[config.mk]
export PLATFORM = sky130hd
export DESIGN_NAME = thrint_top
export DESIGN_NICKNAME = d
export VERILOG_FILES = /design/src/core/thrint_pkg.sv /design/src/core/thrint_fault_run.sv /design/src/core/thrint_top.sv
export SDC_FILE = /design/constraint.sdc
export NUM_CORES = 1
export LEC_CHECK = 0
export BUFFER_PORTS_ARGS = -buffer_cell sky130_fd_sc_hd__clkbuf_2
export CAP_MARGIN = 15
export CORE_AREA = 2 2 106 134
export DETAILED_ROUTE_END_ITERATION = 7
export DIE_AREA = 0 0 108 136
export PLACE_DENSITY = 0.82
export RECOVER_POWER = 50
export SYNTH_ARGS = -nofsm -noshare
export SYNTH_HDL_FRONTEND = slang
export SYNTH_SLANG_ARGS = --single-unit
[constraint.sdc]
create_clock -name i_clk -period 4.7 [get_ports i_clk]
set_input_delay 0.705 -clock i_clk [delete_from_list [all_inputs] [get_ports i_clk]]
set_output_delay 0.705 -clock i_clk [all_outputs]
set_load 0.02 [all_outputs]
[src/core/thrint_pkg.sv]
// Constants, register map and helper functions of the threshold interrupt block.
// Assumes one 100 MHz clock and an APB master with 32-bit data.
package thrint_pkg;

    // Register indices; the byte address is four times the index.
    localparam logic [7:0] IDX_RESULT  = 8'h00;
    localparam logic [7:0] IDX_CONFIG  = 8'h01;
    localparam logic [7:0] IDX_LOW     = 8'h02;
    localparam logic [7:0] IDX_HIGH    = 8'h03;
    localparam logic [7:0] IDX_IRQ_STS = 8'h04;
    localparam logic [7:0] IDX_IRQ_MSK = 8'h05;

    // Configuration register field positions.
    localparam int CFG_RANGE_LSB = 12;
    localparam int CFG_FLAG_HIGH = 6;
    localparam int CFG_FLAG_LOW  = 5;
    localparam int CFG_LATCH     = 4;
    localparam int CFG_POLARITY  = 3;
    localparam int CFG_EXP_MASK  = 2;
    localparam int CFG_FAULT_LSB = 0;

    // Values after reset.
    localparam logic [3:0]  RANGE_RST    = 4'hc;
    localparam logic        LATCH_RST    = 1'b1;
    localparam logic        POLARITY_RST = 1'b0;
    localparam logic        EXP_MASK_RST = 1'b0;
    localparam logic [1:0]  FAULT_RST    = 2'h0;
    localparam logic [15:0] LOW_LIM_RST  = 16'h0000;
    localparam logic [15:0] HIGH_LIM_RST = 16'hbfff;
    localparam logic [15:0] RESULT_RST   = 16'h0000;

    // Range code that selects automatic full-scale ranging.
    localparam logic [3:0] RANGE_AUTO = 4'hc;

    // Interrupt status and mask bit positions.
    localparam int IRQ_LOW_TRIP  = 0;
    localparam int IRQ_HIGH_TRIP = 1;
    localparam int IRQ_NEW_RES   = 2;
    localparam int IRQ_BITS      = 3;

    localparam int FAULT_CNT_W = 4;

    // Scales a mantissa by its exponent so values of any exponent compare.
    function automatic logic [26:0] thrint_lux(input logic [15:0] value);
        thrint_lux = 27'(value[11:0]) << value[15:12];
    endfunction

    // Number of consecutive faults needed for each fault count code.
    function automatic logic [FAULT_CNT_W-1:0] thrint_need(input logic [1:0] code);
        thrint_need = 4'h1 << code;
    endfunction

endpackage

[src/core/thrint_fault_run.sv]
// Counts consecutive faulted measurements against one limit.
// Assumes one sample strobe per finished conversion.
module thrint_fault_run (
    input  wire logic                                i_clk,
    input  wire logic                                i_reset,
    input  wire logic                                i_sample,
    input  wire logic                                i_fault,
    input  wire logic [thrint_pkg::FAULT_CNT_W-1:0] i_need,
    output logic                                     o_trip
);

    typedef struct packed {
        logic [thrint_pkg::FAULT_CNT_W-1:0] cnt;
    } thrint_run_s;

    thrint_run_s st_r;
    thrint_run_s st_nxt;
    logic [thrint_pkg::FAULT_CNT_W-1:0] run;

    always_comb begin
        st_nxt = st_r;
        run    = st_r.cnt + 4'h1;
        o_trip = 1'b0;
        if (i_sample) begin
            if (!i_fault) begin
                st_nxt.cnt = '0;
            end else begin
                o_trip = (run >= i_need);
                if (st_r.cnt < i_need) begin
                    st_nxt.cnt = run;
                end
            end
        end
    end

    always_ff @(posedge i_clk or posedge i_reset) begin
        if (i_reset) begin
            st_r <= '0;
        end else begin
            st_r <= st_nxt;
        end
    end

endmodule

[src/core/thrint_top.sv]
// Threshold interrupt reporting of a light sensor, with an APB register slave.
// Assumes a conversion engine that strobes each new result for one cycle
// and an open-drain interrupt pin with an external pull-up.
module thrint_top #(
    parameter int ADDR_W = 12
) (
    input  wire logic              i_clk,
    input  wire logic              i_reset,
    input  wire logic              i_psel,
    input  wire logic              i_penable,
    input  wire logic              i_pwrite,
    input  wire logic [ADDR_W-1:0] i_paddr,
    input  wire logic [31:0]       i_pwdata,
    output logic [31:0]            o_prdata,
    output logic                   o_pready,
    output logic                   o_pslverr,
    input  wire logic              i_result_valid,
    input  wire logic [15:0]       i_result,
    output logic                   o_int_pin_o,
    output logic                   o_int_pin_oe,
    output logic                   o_irq
);

    typedef struct packed {
        logic [3:0]                       range_select;
        logic                             latch;
        logic                             interrupt_polarity;
        logic                             exponent_mask_enable;
        logic [1:0]                       fault_count_select;
        logic                             high_threshold_flag;
        logic                             low_threshold_flag;
        logic                             int_active;
        logic [15:0]                      low_lim;
        logic [15:0]                      high_lim;
        logic [15:0]                      result;
        logic [thrint_pkg::IRQ_BITS-1:0]  irq_sts;
        logic [thrint_pkg::IRQ_BITS-1:0]  irq_msk;
        logic [thrint_pkg::IRQ_BITS-1:0]  irq_seen;
        logic [31:0]                      prdata;
        logic                             pready;
        logic                             pslverr;
        logic                             irq;
        logic                             int_oe;
    } thrint_state_s;

    thrint_state_s st_r;
    thrint_state_s st_nxt;

    logic [7:0]                          idx;
    logic                                setup;
    logic                                access;
    logic                                fault_high;
    logic                                fault_low;
    logic                                trip_high;
    logic                                trip_low;
    logic [thrint_pkg::FAULT_CNT_W-1:0] need;
    logic [15:0]                         cfg_view;
    logic [15:0]                         result_view;
    logic [31:0]                         rd_val;
    logic                                mapped;
    logic                                cfg_read_done;

    assign idx    = i_paddr[9:2];
    assign setup  = i_psel && !i_penable;
    assign access = i_psel && i_penable && st_r.pready;
    assign need   = thrint_pkg::thrint_need(st_r.fault_count_select);

    assign fault_high = thrint_pkg::thrint_lux(i_result)
                        > thrint_pkg::thrint_lux(st_r.high_lim);
    assign fault_low  = thrint_pkg::thrint_lux(i_result)
                        < thrint_pkg::thrint_lux(st_r.low_lim);

    thrint_fault_run u_run_high (
        .i_clk    (i_clk),
        .i_reset  (i_reset),
        .i_sample (i_result_valid),
        .i_fault  (fault_high),
        .i_need   (need),
        .o_trip   (trip_high)
    );

    thrint_fault_run u_run_low (
        .i_clk    (i_clk),
        .i_reset  (i_reset),
        .i_sample (i_result_valid),
        .i_fault  (fault_low),
        .i_need   (need),
        .o_trip   (trip_low)
    );

    // Configuration register as software sees it; unused bits read zero.
    always_comb begin
        cfg_view = '0;
        cfg_view[thrint_pkg::CFG_RANGE_LSB +: 4] = st_r.range_select;
        cfg_view[thrint_pkg::CFG_FLAG_HIGH]      = st_r.high_threshold_flag;
        cfg_view[thrint_pkg::CFG_FLAG_LOW]       = st_r.low_threshold_flag;
        cfg_view[thrint_pkg::CFG_LATCH]          = st_r.latch;
        cfg_view[thrint_pkg::CFG_POLARITY]       = st_r.interrupt_polarity;
        cfg_view[thrint_pkg::CFG_EXP_MASK]       = st_r.exponent_mask_enable;
        cfg_view[thrint_pkg::CFG_FAULT_LSB +: 2] = st_r.fault_count_select;
    end

    // Result register as software sees it.
    always_comb begin
        result_view = st_r.result;
        if (st_r.exponent_mask_enable && (st_r.range_select < thrint_pkg::RANGE_AUTO)) begin
            result_view[15:12] = 4'h0;
        end
    end

    // Read mux, evaluated in the setup phase.
    always_comb begin
        rd_val = '0;
        mapped = 1'b1;
        unique case (idx)
            thrint_pkg::IDX_RESULT:  rd_val[15:0] = result_view;
            thrint_pkg::IDX_CONFIG:  rd_val[15:0] = cfg_view;
            thrint_pkg::IDX_LOW:     rd_val[15:0] = st_r.low_lim;
            thrint_pkg::IDX_HIGH:    rd_val[15:0] = st_r.high_lim;
            thrint_pkg::IDX_IRQ_STS: rd_val[thrint_pkg::IRQ_BITS-1:0] = st_r.irq_sts;
            thrint_pkg::IDX_IRQ_MSK: rd_val[thrint_pkg::IRQ_BITS-1:0] = st_r.irq_msk;
            default:                 mapped = 1'b0;
        endcase
    end

    assign cfg_read_done = access && !i_pwrite && (idx == thrint_pkg::IDX_CONFIG);

    always_comb begin
        st_nxt = st_r;

        // Bus answer: one wait-free access phase after every setup.
        st_nxt.pready  = setup;
        st_nxt.pslverr = setup && !mapped;
        if (setup) begin
            st_nxt.prdata = i_pwrite ? 32'h0 : rd_val;
            st_nxt.irq_seen = '0;
            if (!i_pwrite && (idx == thrint_pkg::IDX_IRQ_STS)) begin
                st_nxt.irq_seen = st_r.irq_sts;
            end
        end else if (access) begin
            st_nxt.prdata   = '0;
            st_nxt.irq_seen = '0;
        end

        // Software writes; the flags have no write path.
        // flags read-only
        if (access && i_pwrite) begin
            unique case (idx)
                thrint_pkg::IDX_CONFIG: begin
                    st_nxt.range_select = i_pwdata[thrint_pkg::CFG_RANGE_LSB +: 4];
                    st_nxt.latch = i_pwdata[thrint_pkg::CFG_LATCH];
                    st_nxt.interrupt_polarity = i_pwdata[thrint_pkg::CFG_POLARITY];
                    st_nxt.exponent_mask_enable = i_pwdata[thrint_pkg::CFG_EXP_MASK];
                    st_nxt.fault_count_select = i_pwdata[thrint_pkg::CFG_FAULT_LSB +: 2];
                end
                thrint_pkg::IDX_LOW:     st_nxt.low_lim  = i_pwdata[15:0];
                thrint_pkg::IDX_HIGH:    st_nxt.high_lim = i_pwdata[15:0];
                thrint_pkg::IDX_IRQ_MSK: st_nxt.irq_msk  = i_pwdata[thrint_pkg::IRQ_BITS-1:0];
                default:                 st_nxt.low_lim  = st_r.low_lim;
            endcase
        end

        // in latched mode a config read is the clearing event
        if (st_r.latch && cfg_read_done) begin
            st_nxt.high_threshold_flag = 1'b0;
            st_nxt.low_threshold_flag  = 1'b0;
            st_nxt.int_active          = 1'b0;
        end

        // result and flags are set only on a new result
        if (i_result_valid) begin
            st_nxt.result = i_result;
            if (st_r.latch) begin
                if (trip_high) begin
                    st_nxt.high_threshold_flag = 1'b1;
                end
                if (trip_low) begin
                    st_nxt.low_threshold_flag = 1'b1;
                end
                if (trip_high || trip_low) begin
                    st_nxt.int_active = 1'b1;
                end
            end else begin
                st_nxt.high_threshold_flag = trip_high;
                st_nxt.low_threshold_flag = trip_low;
                if (trip_high) begin
                    st_nxt.int_active = 1'b1;
                end else if (trip_low) begin
                    st_nxt.int_active = 1'b0;
                end
            end
        end

        // Sticky status: a read clears what it returned, new events win.
        if (access && !i_pwrite && (idx == thrint_pkg::IDX_IRQ_STS)) begin
            st_nxt.irq_sts = st_r.irq_sts & ~st_r.irq_seen;
        end
        if (i_result_valid) begin
            st_nxt.irq_sts[thrint_pkg::IRQ_LOW_TRIP]  = st_nxt.irq_sts[thrint_pkg::IRQ_LOW_TRIP]
                                                        | trip_low;
            st_nxt.irq_sts[thrint_pkg::IRQ_HIGH_TRIP] = st_nxt.irq_sts[thrint_pkg::IRQ_HIGH_TRIP]
                                                        | trip_high;
            st_nxt.irq_sts[thrint_pkg::IRQ_NEW_RES]   = 1'b1;
        end
        st_nxt.irq = |(st_nxt.irq_sts & st_nxt.irq_msk);

        // polarity 0 drives low when active
        st_nxt.int_oe = st_nxt.int_active ^ st_nxt.interrupt_polarity;
    end

    always_ff @(posedge i_clk or posedge i_reset) begin
        if (i_reset) begin
            st_r.range_select         <= thrint_pkg::RANGE_RST;
            st_r.latch                <= thrint_pkg::LATCH_RST;
            st_r.interrupt_polarity   <= thrint_pkg::POLARITY_RST;
            st_r.exponent_mask_enable <= thrint_pkg::EXP_MASK_RST;
            st_r.fault_count_select   <= thrint_pkg::FAULT_RST;
            st_r.high_threshold_flag  <= 1'b0;
            st_r.low_threshold_flag   <= 1'b0;
            st_r.int_active           <= 1'b0;
            st_r.low_lim              <= thrint_pkg::LOW_LIM_RST;
            st_r.high_lim             <= thrint_pkg::HIGH_LIM_RST;
            st_r.result               <= thrint_pkg::RESULT_RST;
            st_r.irq_sts              <= '0;
            st_r.irq_msk              <= '0;
            st_r.irq_seen             <= '0;
            st_r.prdata               <= '0;
            st_r.pready               <= 1'b0;
            st_r.pslverr              <= 1'b0;
            st_r.irq                  <= 1'b0;
            st_r.int_oe               <= 1'b0;
        end else begin
            st_r <= st_nxt;
        end
    end

    // The pin is open drain: it only ever drives low.
    assign o_int_pin_o  = 1'b0;
    assign o_int_pin_oe = st_r.int_oe;
    assign o_prdata     = st_r.prdata;
    assign o_pready     = st_r.pready;
    assign o_pslverr    = st_r.pslverr;
    assign o_irq        = st_r.irq;

endmodule

==> flow_summary.yaml <==
clocking:
  tritoncts: "done"
  clk_pin_slew_ns: 0.08
  cts.path.max_buffers: 2
  clock_latency_ns: 0.36
  h-tree-depth: 3
  ctsHoldBuffers: 0
  cts-root-buf: "clkbuf_16"
  cts.sinks: 97
  cts_resized: 0
  post-cts-setup-buffer-count: 0
  numCtsBuffers: 9
cells_and_area:
  fill_cells: 1104
  fin_util_pct: 63.4
  regArea_um2: 2450
  syn2layout_area_growth_pct: 7.67
  multi_input_area_um2: 5070
  nNetsFinal: 1023
  layout-drive-gt1-share_pct: 24.2
  n_antenna_cell: 0
critical_path:
  crit_start: "st_r[89]$_DFFE_PP0P_"
  cp.arrival_ns: 4.50
  cpMostUsedCell: "a21oi_1"
  r2r_start: "st_r[89]$_DFFE_PP0P_"
  rr_endpoint: "o_int_pin_oe$_DFF_PP0_"
  crit_required_ns: 4.94
  cp_max_fo: 13
  critPathMaxStageDelay_ns: 0.69
  path_cells: "buf_4 -> mux4_2 -> mux2i_1 -> nor2b_1 -> a21oi_1 -> ha_1 -> a21oi_1 -> o21ai_0 -> a22oi_1 -> o211ai_1 -> a2111o_1 -> a21oi_1 -> mux2_2 -> xor2_1"
  ff2ff_setup_slack_ns: 0.44
  critPathKind: "reg -> reg"
  critPathLaunchType: "flop"
  critPathSlowestCell: "dfrtp_1"
  reg2reg_depth: 14
  end_kind: "flop"
route:
  wl_um: 20600
  antenna_left: 0
  first_iter_violations: 503
  drc_errors: 0
  wire_per_inst_um: 19.3
  viasPerCell: 6.16
  first_pass_iters: 7
  vias: 6587
timing:
  fmax_mhz: 235
  clock_skew_ns: 0.0159
  hold_slack_ns: 0.493
  final-hold-violation-count: 0
  grt_setup_unrepaired: "false"
  fin_crit_sh_pct: 90.6
  tightest_slew_ns: 2.53
  timing.final.max_slew_violations: 100
  setup_violations: 0
  relSlewSlack_pct: -69.6
  fin_setup_tns_ns: 0
  fin_crit_ns: 4.26
yosys:
  synth_area_um2: 7960
  async_flop_share_pct: 100
  synth_top_area_share_pct: 24.8
  synth_seq_cells: 97
  synthTopCellsByArea: "dfrtp_1 25%, mux2_2 12%, ha_1 11%"
  ys_seq_area_share_pct: 30.8
  synth_edf_count: 0
  synthCells: 853
  syn-mean-instance-area_um2: 9.33
  synth_ff_type: "dfrtp_1"
  synth_cell_types: 66
  ys_warn_count: 0
  yosysTopAreaCell: "dfrtp_1"
global_routing:
  grt_pass1_wl_um: 32900
  antenna_found_initial: 0
  first_global_vias: 6311
  grt_max_degree: 61
  grt_usage_pct: 29.1
  grt-ovfl-total: 0
floorplanning:
  start_util_pct: 58.9
  core_um2: 13500
  die_x_um: 108
  die_h_um: 136
  dieArea_um2: 14700
  num_io_pins: 103
  rows: 48
status:
  violations: "capacitance limit, slew limit"
  status: "finished with violations"
run:
  cap_violations: 2
place:
  gp_congestion: 0.985
  hpwl_um: 16100
  io_buffers: 65
worst_hold_path:
  worstHoldEndpoint: "o_prdata[11]$_DFFE_PP0P_"
  min_from: "o_prdata[11]$_DFFE_PP0P_"
  hold-path-cell-count: 2
  hold_path_class: "reg -> reg"
pwr:
  leakage_nw: 3.77
  peakVddDrop_v: 0.000293
  p_per_area_nw_per_um2: 264
## layout make-up
class	instances	share of cell area, %
Clock buffer	9	2.63
Sequential cell	97	28.6
Clock inverter	7	0.832
Tap cell	175	2.56
Timing Repair Buffer	82	5.14
Inverter	23	1.02
Multi-Input combinational cell	676	59.2
## layer usage
| metal | part of all wire (%) | track usage [%] |
|---|---|---|
| met5 | 0 | 0 |
| met1 | 40 | 35.9 |
| met2 | 50 | 48.6 |
| met4 | 5.7 | 17.5 |
| met3 | 5.0 | 3.50 |
## registers in the layout, summed over array words and instances, names as in the netlist
name	cells
o_pslverr	1
o_pready	1
u_run_low.st_r	4
result_view	12
cfg_view	11
st_r	46
o_int_pin_oe	1
o_prdata	16
o_irq	1
u_run_high.st_r	4
## stage by stage
step | instance area [um2] | std cells | worst slack (ns) | total power, mW
global route | 8570 | 1069 | 0.199 | 2.40
global placement | 8280 | 1053 | 0.261 | 1.53
CTS | 8580 | 1069 | 0.488 | 2.27
detailed placement | 8280 | 1053 | 0.251 | 1.55
floorplan | 8020 | 869 | 0.762 | 1.39
finish | 8570 | 1069 | 0.444 | 2.26
## worst max-delay path by stage
stage,end,slack (ns),cells after the start
global placement,o_int_pin_oe$_DFF_PP0_,0.26,15
global route,o_int_pin_oe$_DFF_PP0_,0.20,14
finish,o_int_pin_oe$_DFF_PP0_,0.44,14
detailed placement,o_int_pin_oe$_DFF_PP0_,0.25,15
floorplan,o_int_pin_oe$_DFF_PP0_,0.76,17
CTS,o_int_pin_oe$_DFF_PP0_,0.49,13
## power breakdown
part | internal [mW] | switching [mW] | total [mW]
logic | 0.257 | 0.347 | 0.604
clock network | 0.374 | 0.348 | 0.722
registers | 0.889 | 0.0462 | 0.935
total | 1.52 | 0.742 | 2.26
## cell usage after synthesis, types with 11 or more instances
cell	n
nor2_1	57
nor2b_1	28
a22o_1	15
a22oi_1	11
ha_1	68
dfstp_2	18
mux4_2	11
nand2_1	80
nor3_1	15
clkbuf_1	33
inv_1	22
nand3_1	17
o21ai_0	50
buf_4	34
mux2_2	82
nand2b_1	17
a21oi_1	59
dfrtp_1	79
mux2i_1	46
## logic make-up after synthesis
kind of cell               Yosys count  synth area share [%]
AOI/OAI and AO/OA                  185                  14.5
xor gates and xnor gates             5                 0.551
adders and majority gates           69                  10.8
buffers and inverters               96                  6.26
DFF                                 97                  30.8
muxes                              141                  21.2
other                                1                0.0471
and+or+nand+nor                    259                  15.8
## layout by cell type, fill, tap and decap left out, types with 18 or more instances in the layout
| cell type | synthesis | routed |
|---|---|---|
| mux2_2 | 82 | 81 |
| nand2_1 | 80 | 80 |
| dfrtp_1 | 79 | 79 |
| ha_1 | 68 | 68 |
| a21oi_1 | 59 | 59 |
| clkbuf_2 | 0 | 58 |
| nor2_1 | 57 | 57 |
| o21ai_0 | 50 | 50 |
| mux2i_1 | 46 | 46 |
| nor2b_1 | 28 | 28 |
| inv_1 | 22 | 21 |
| dfstp_2 | 18 | 18 |
## worst max-delay path, delay by kind of cell (launching register included)
kind / cells / cell delay (ns)
compound gates: 7 / 1.49
xor+xnor: 1 / 0.16
fa+ha+maj: 1 / 0.28
buf+inv: 1 / 0.27
flops: 1 / 0.69
mux: 3 / 1.16
simple gates: 1 / 0.07
(Power assumes the default switching activity.)
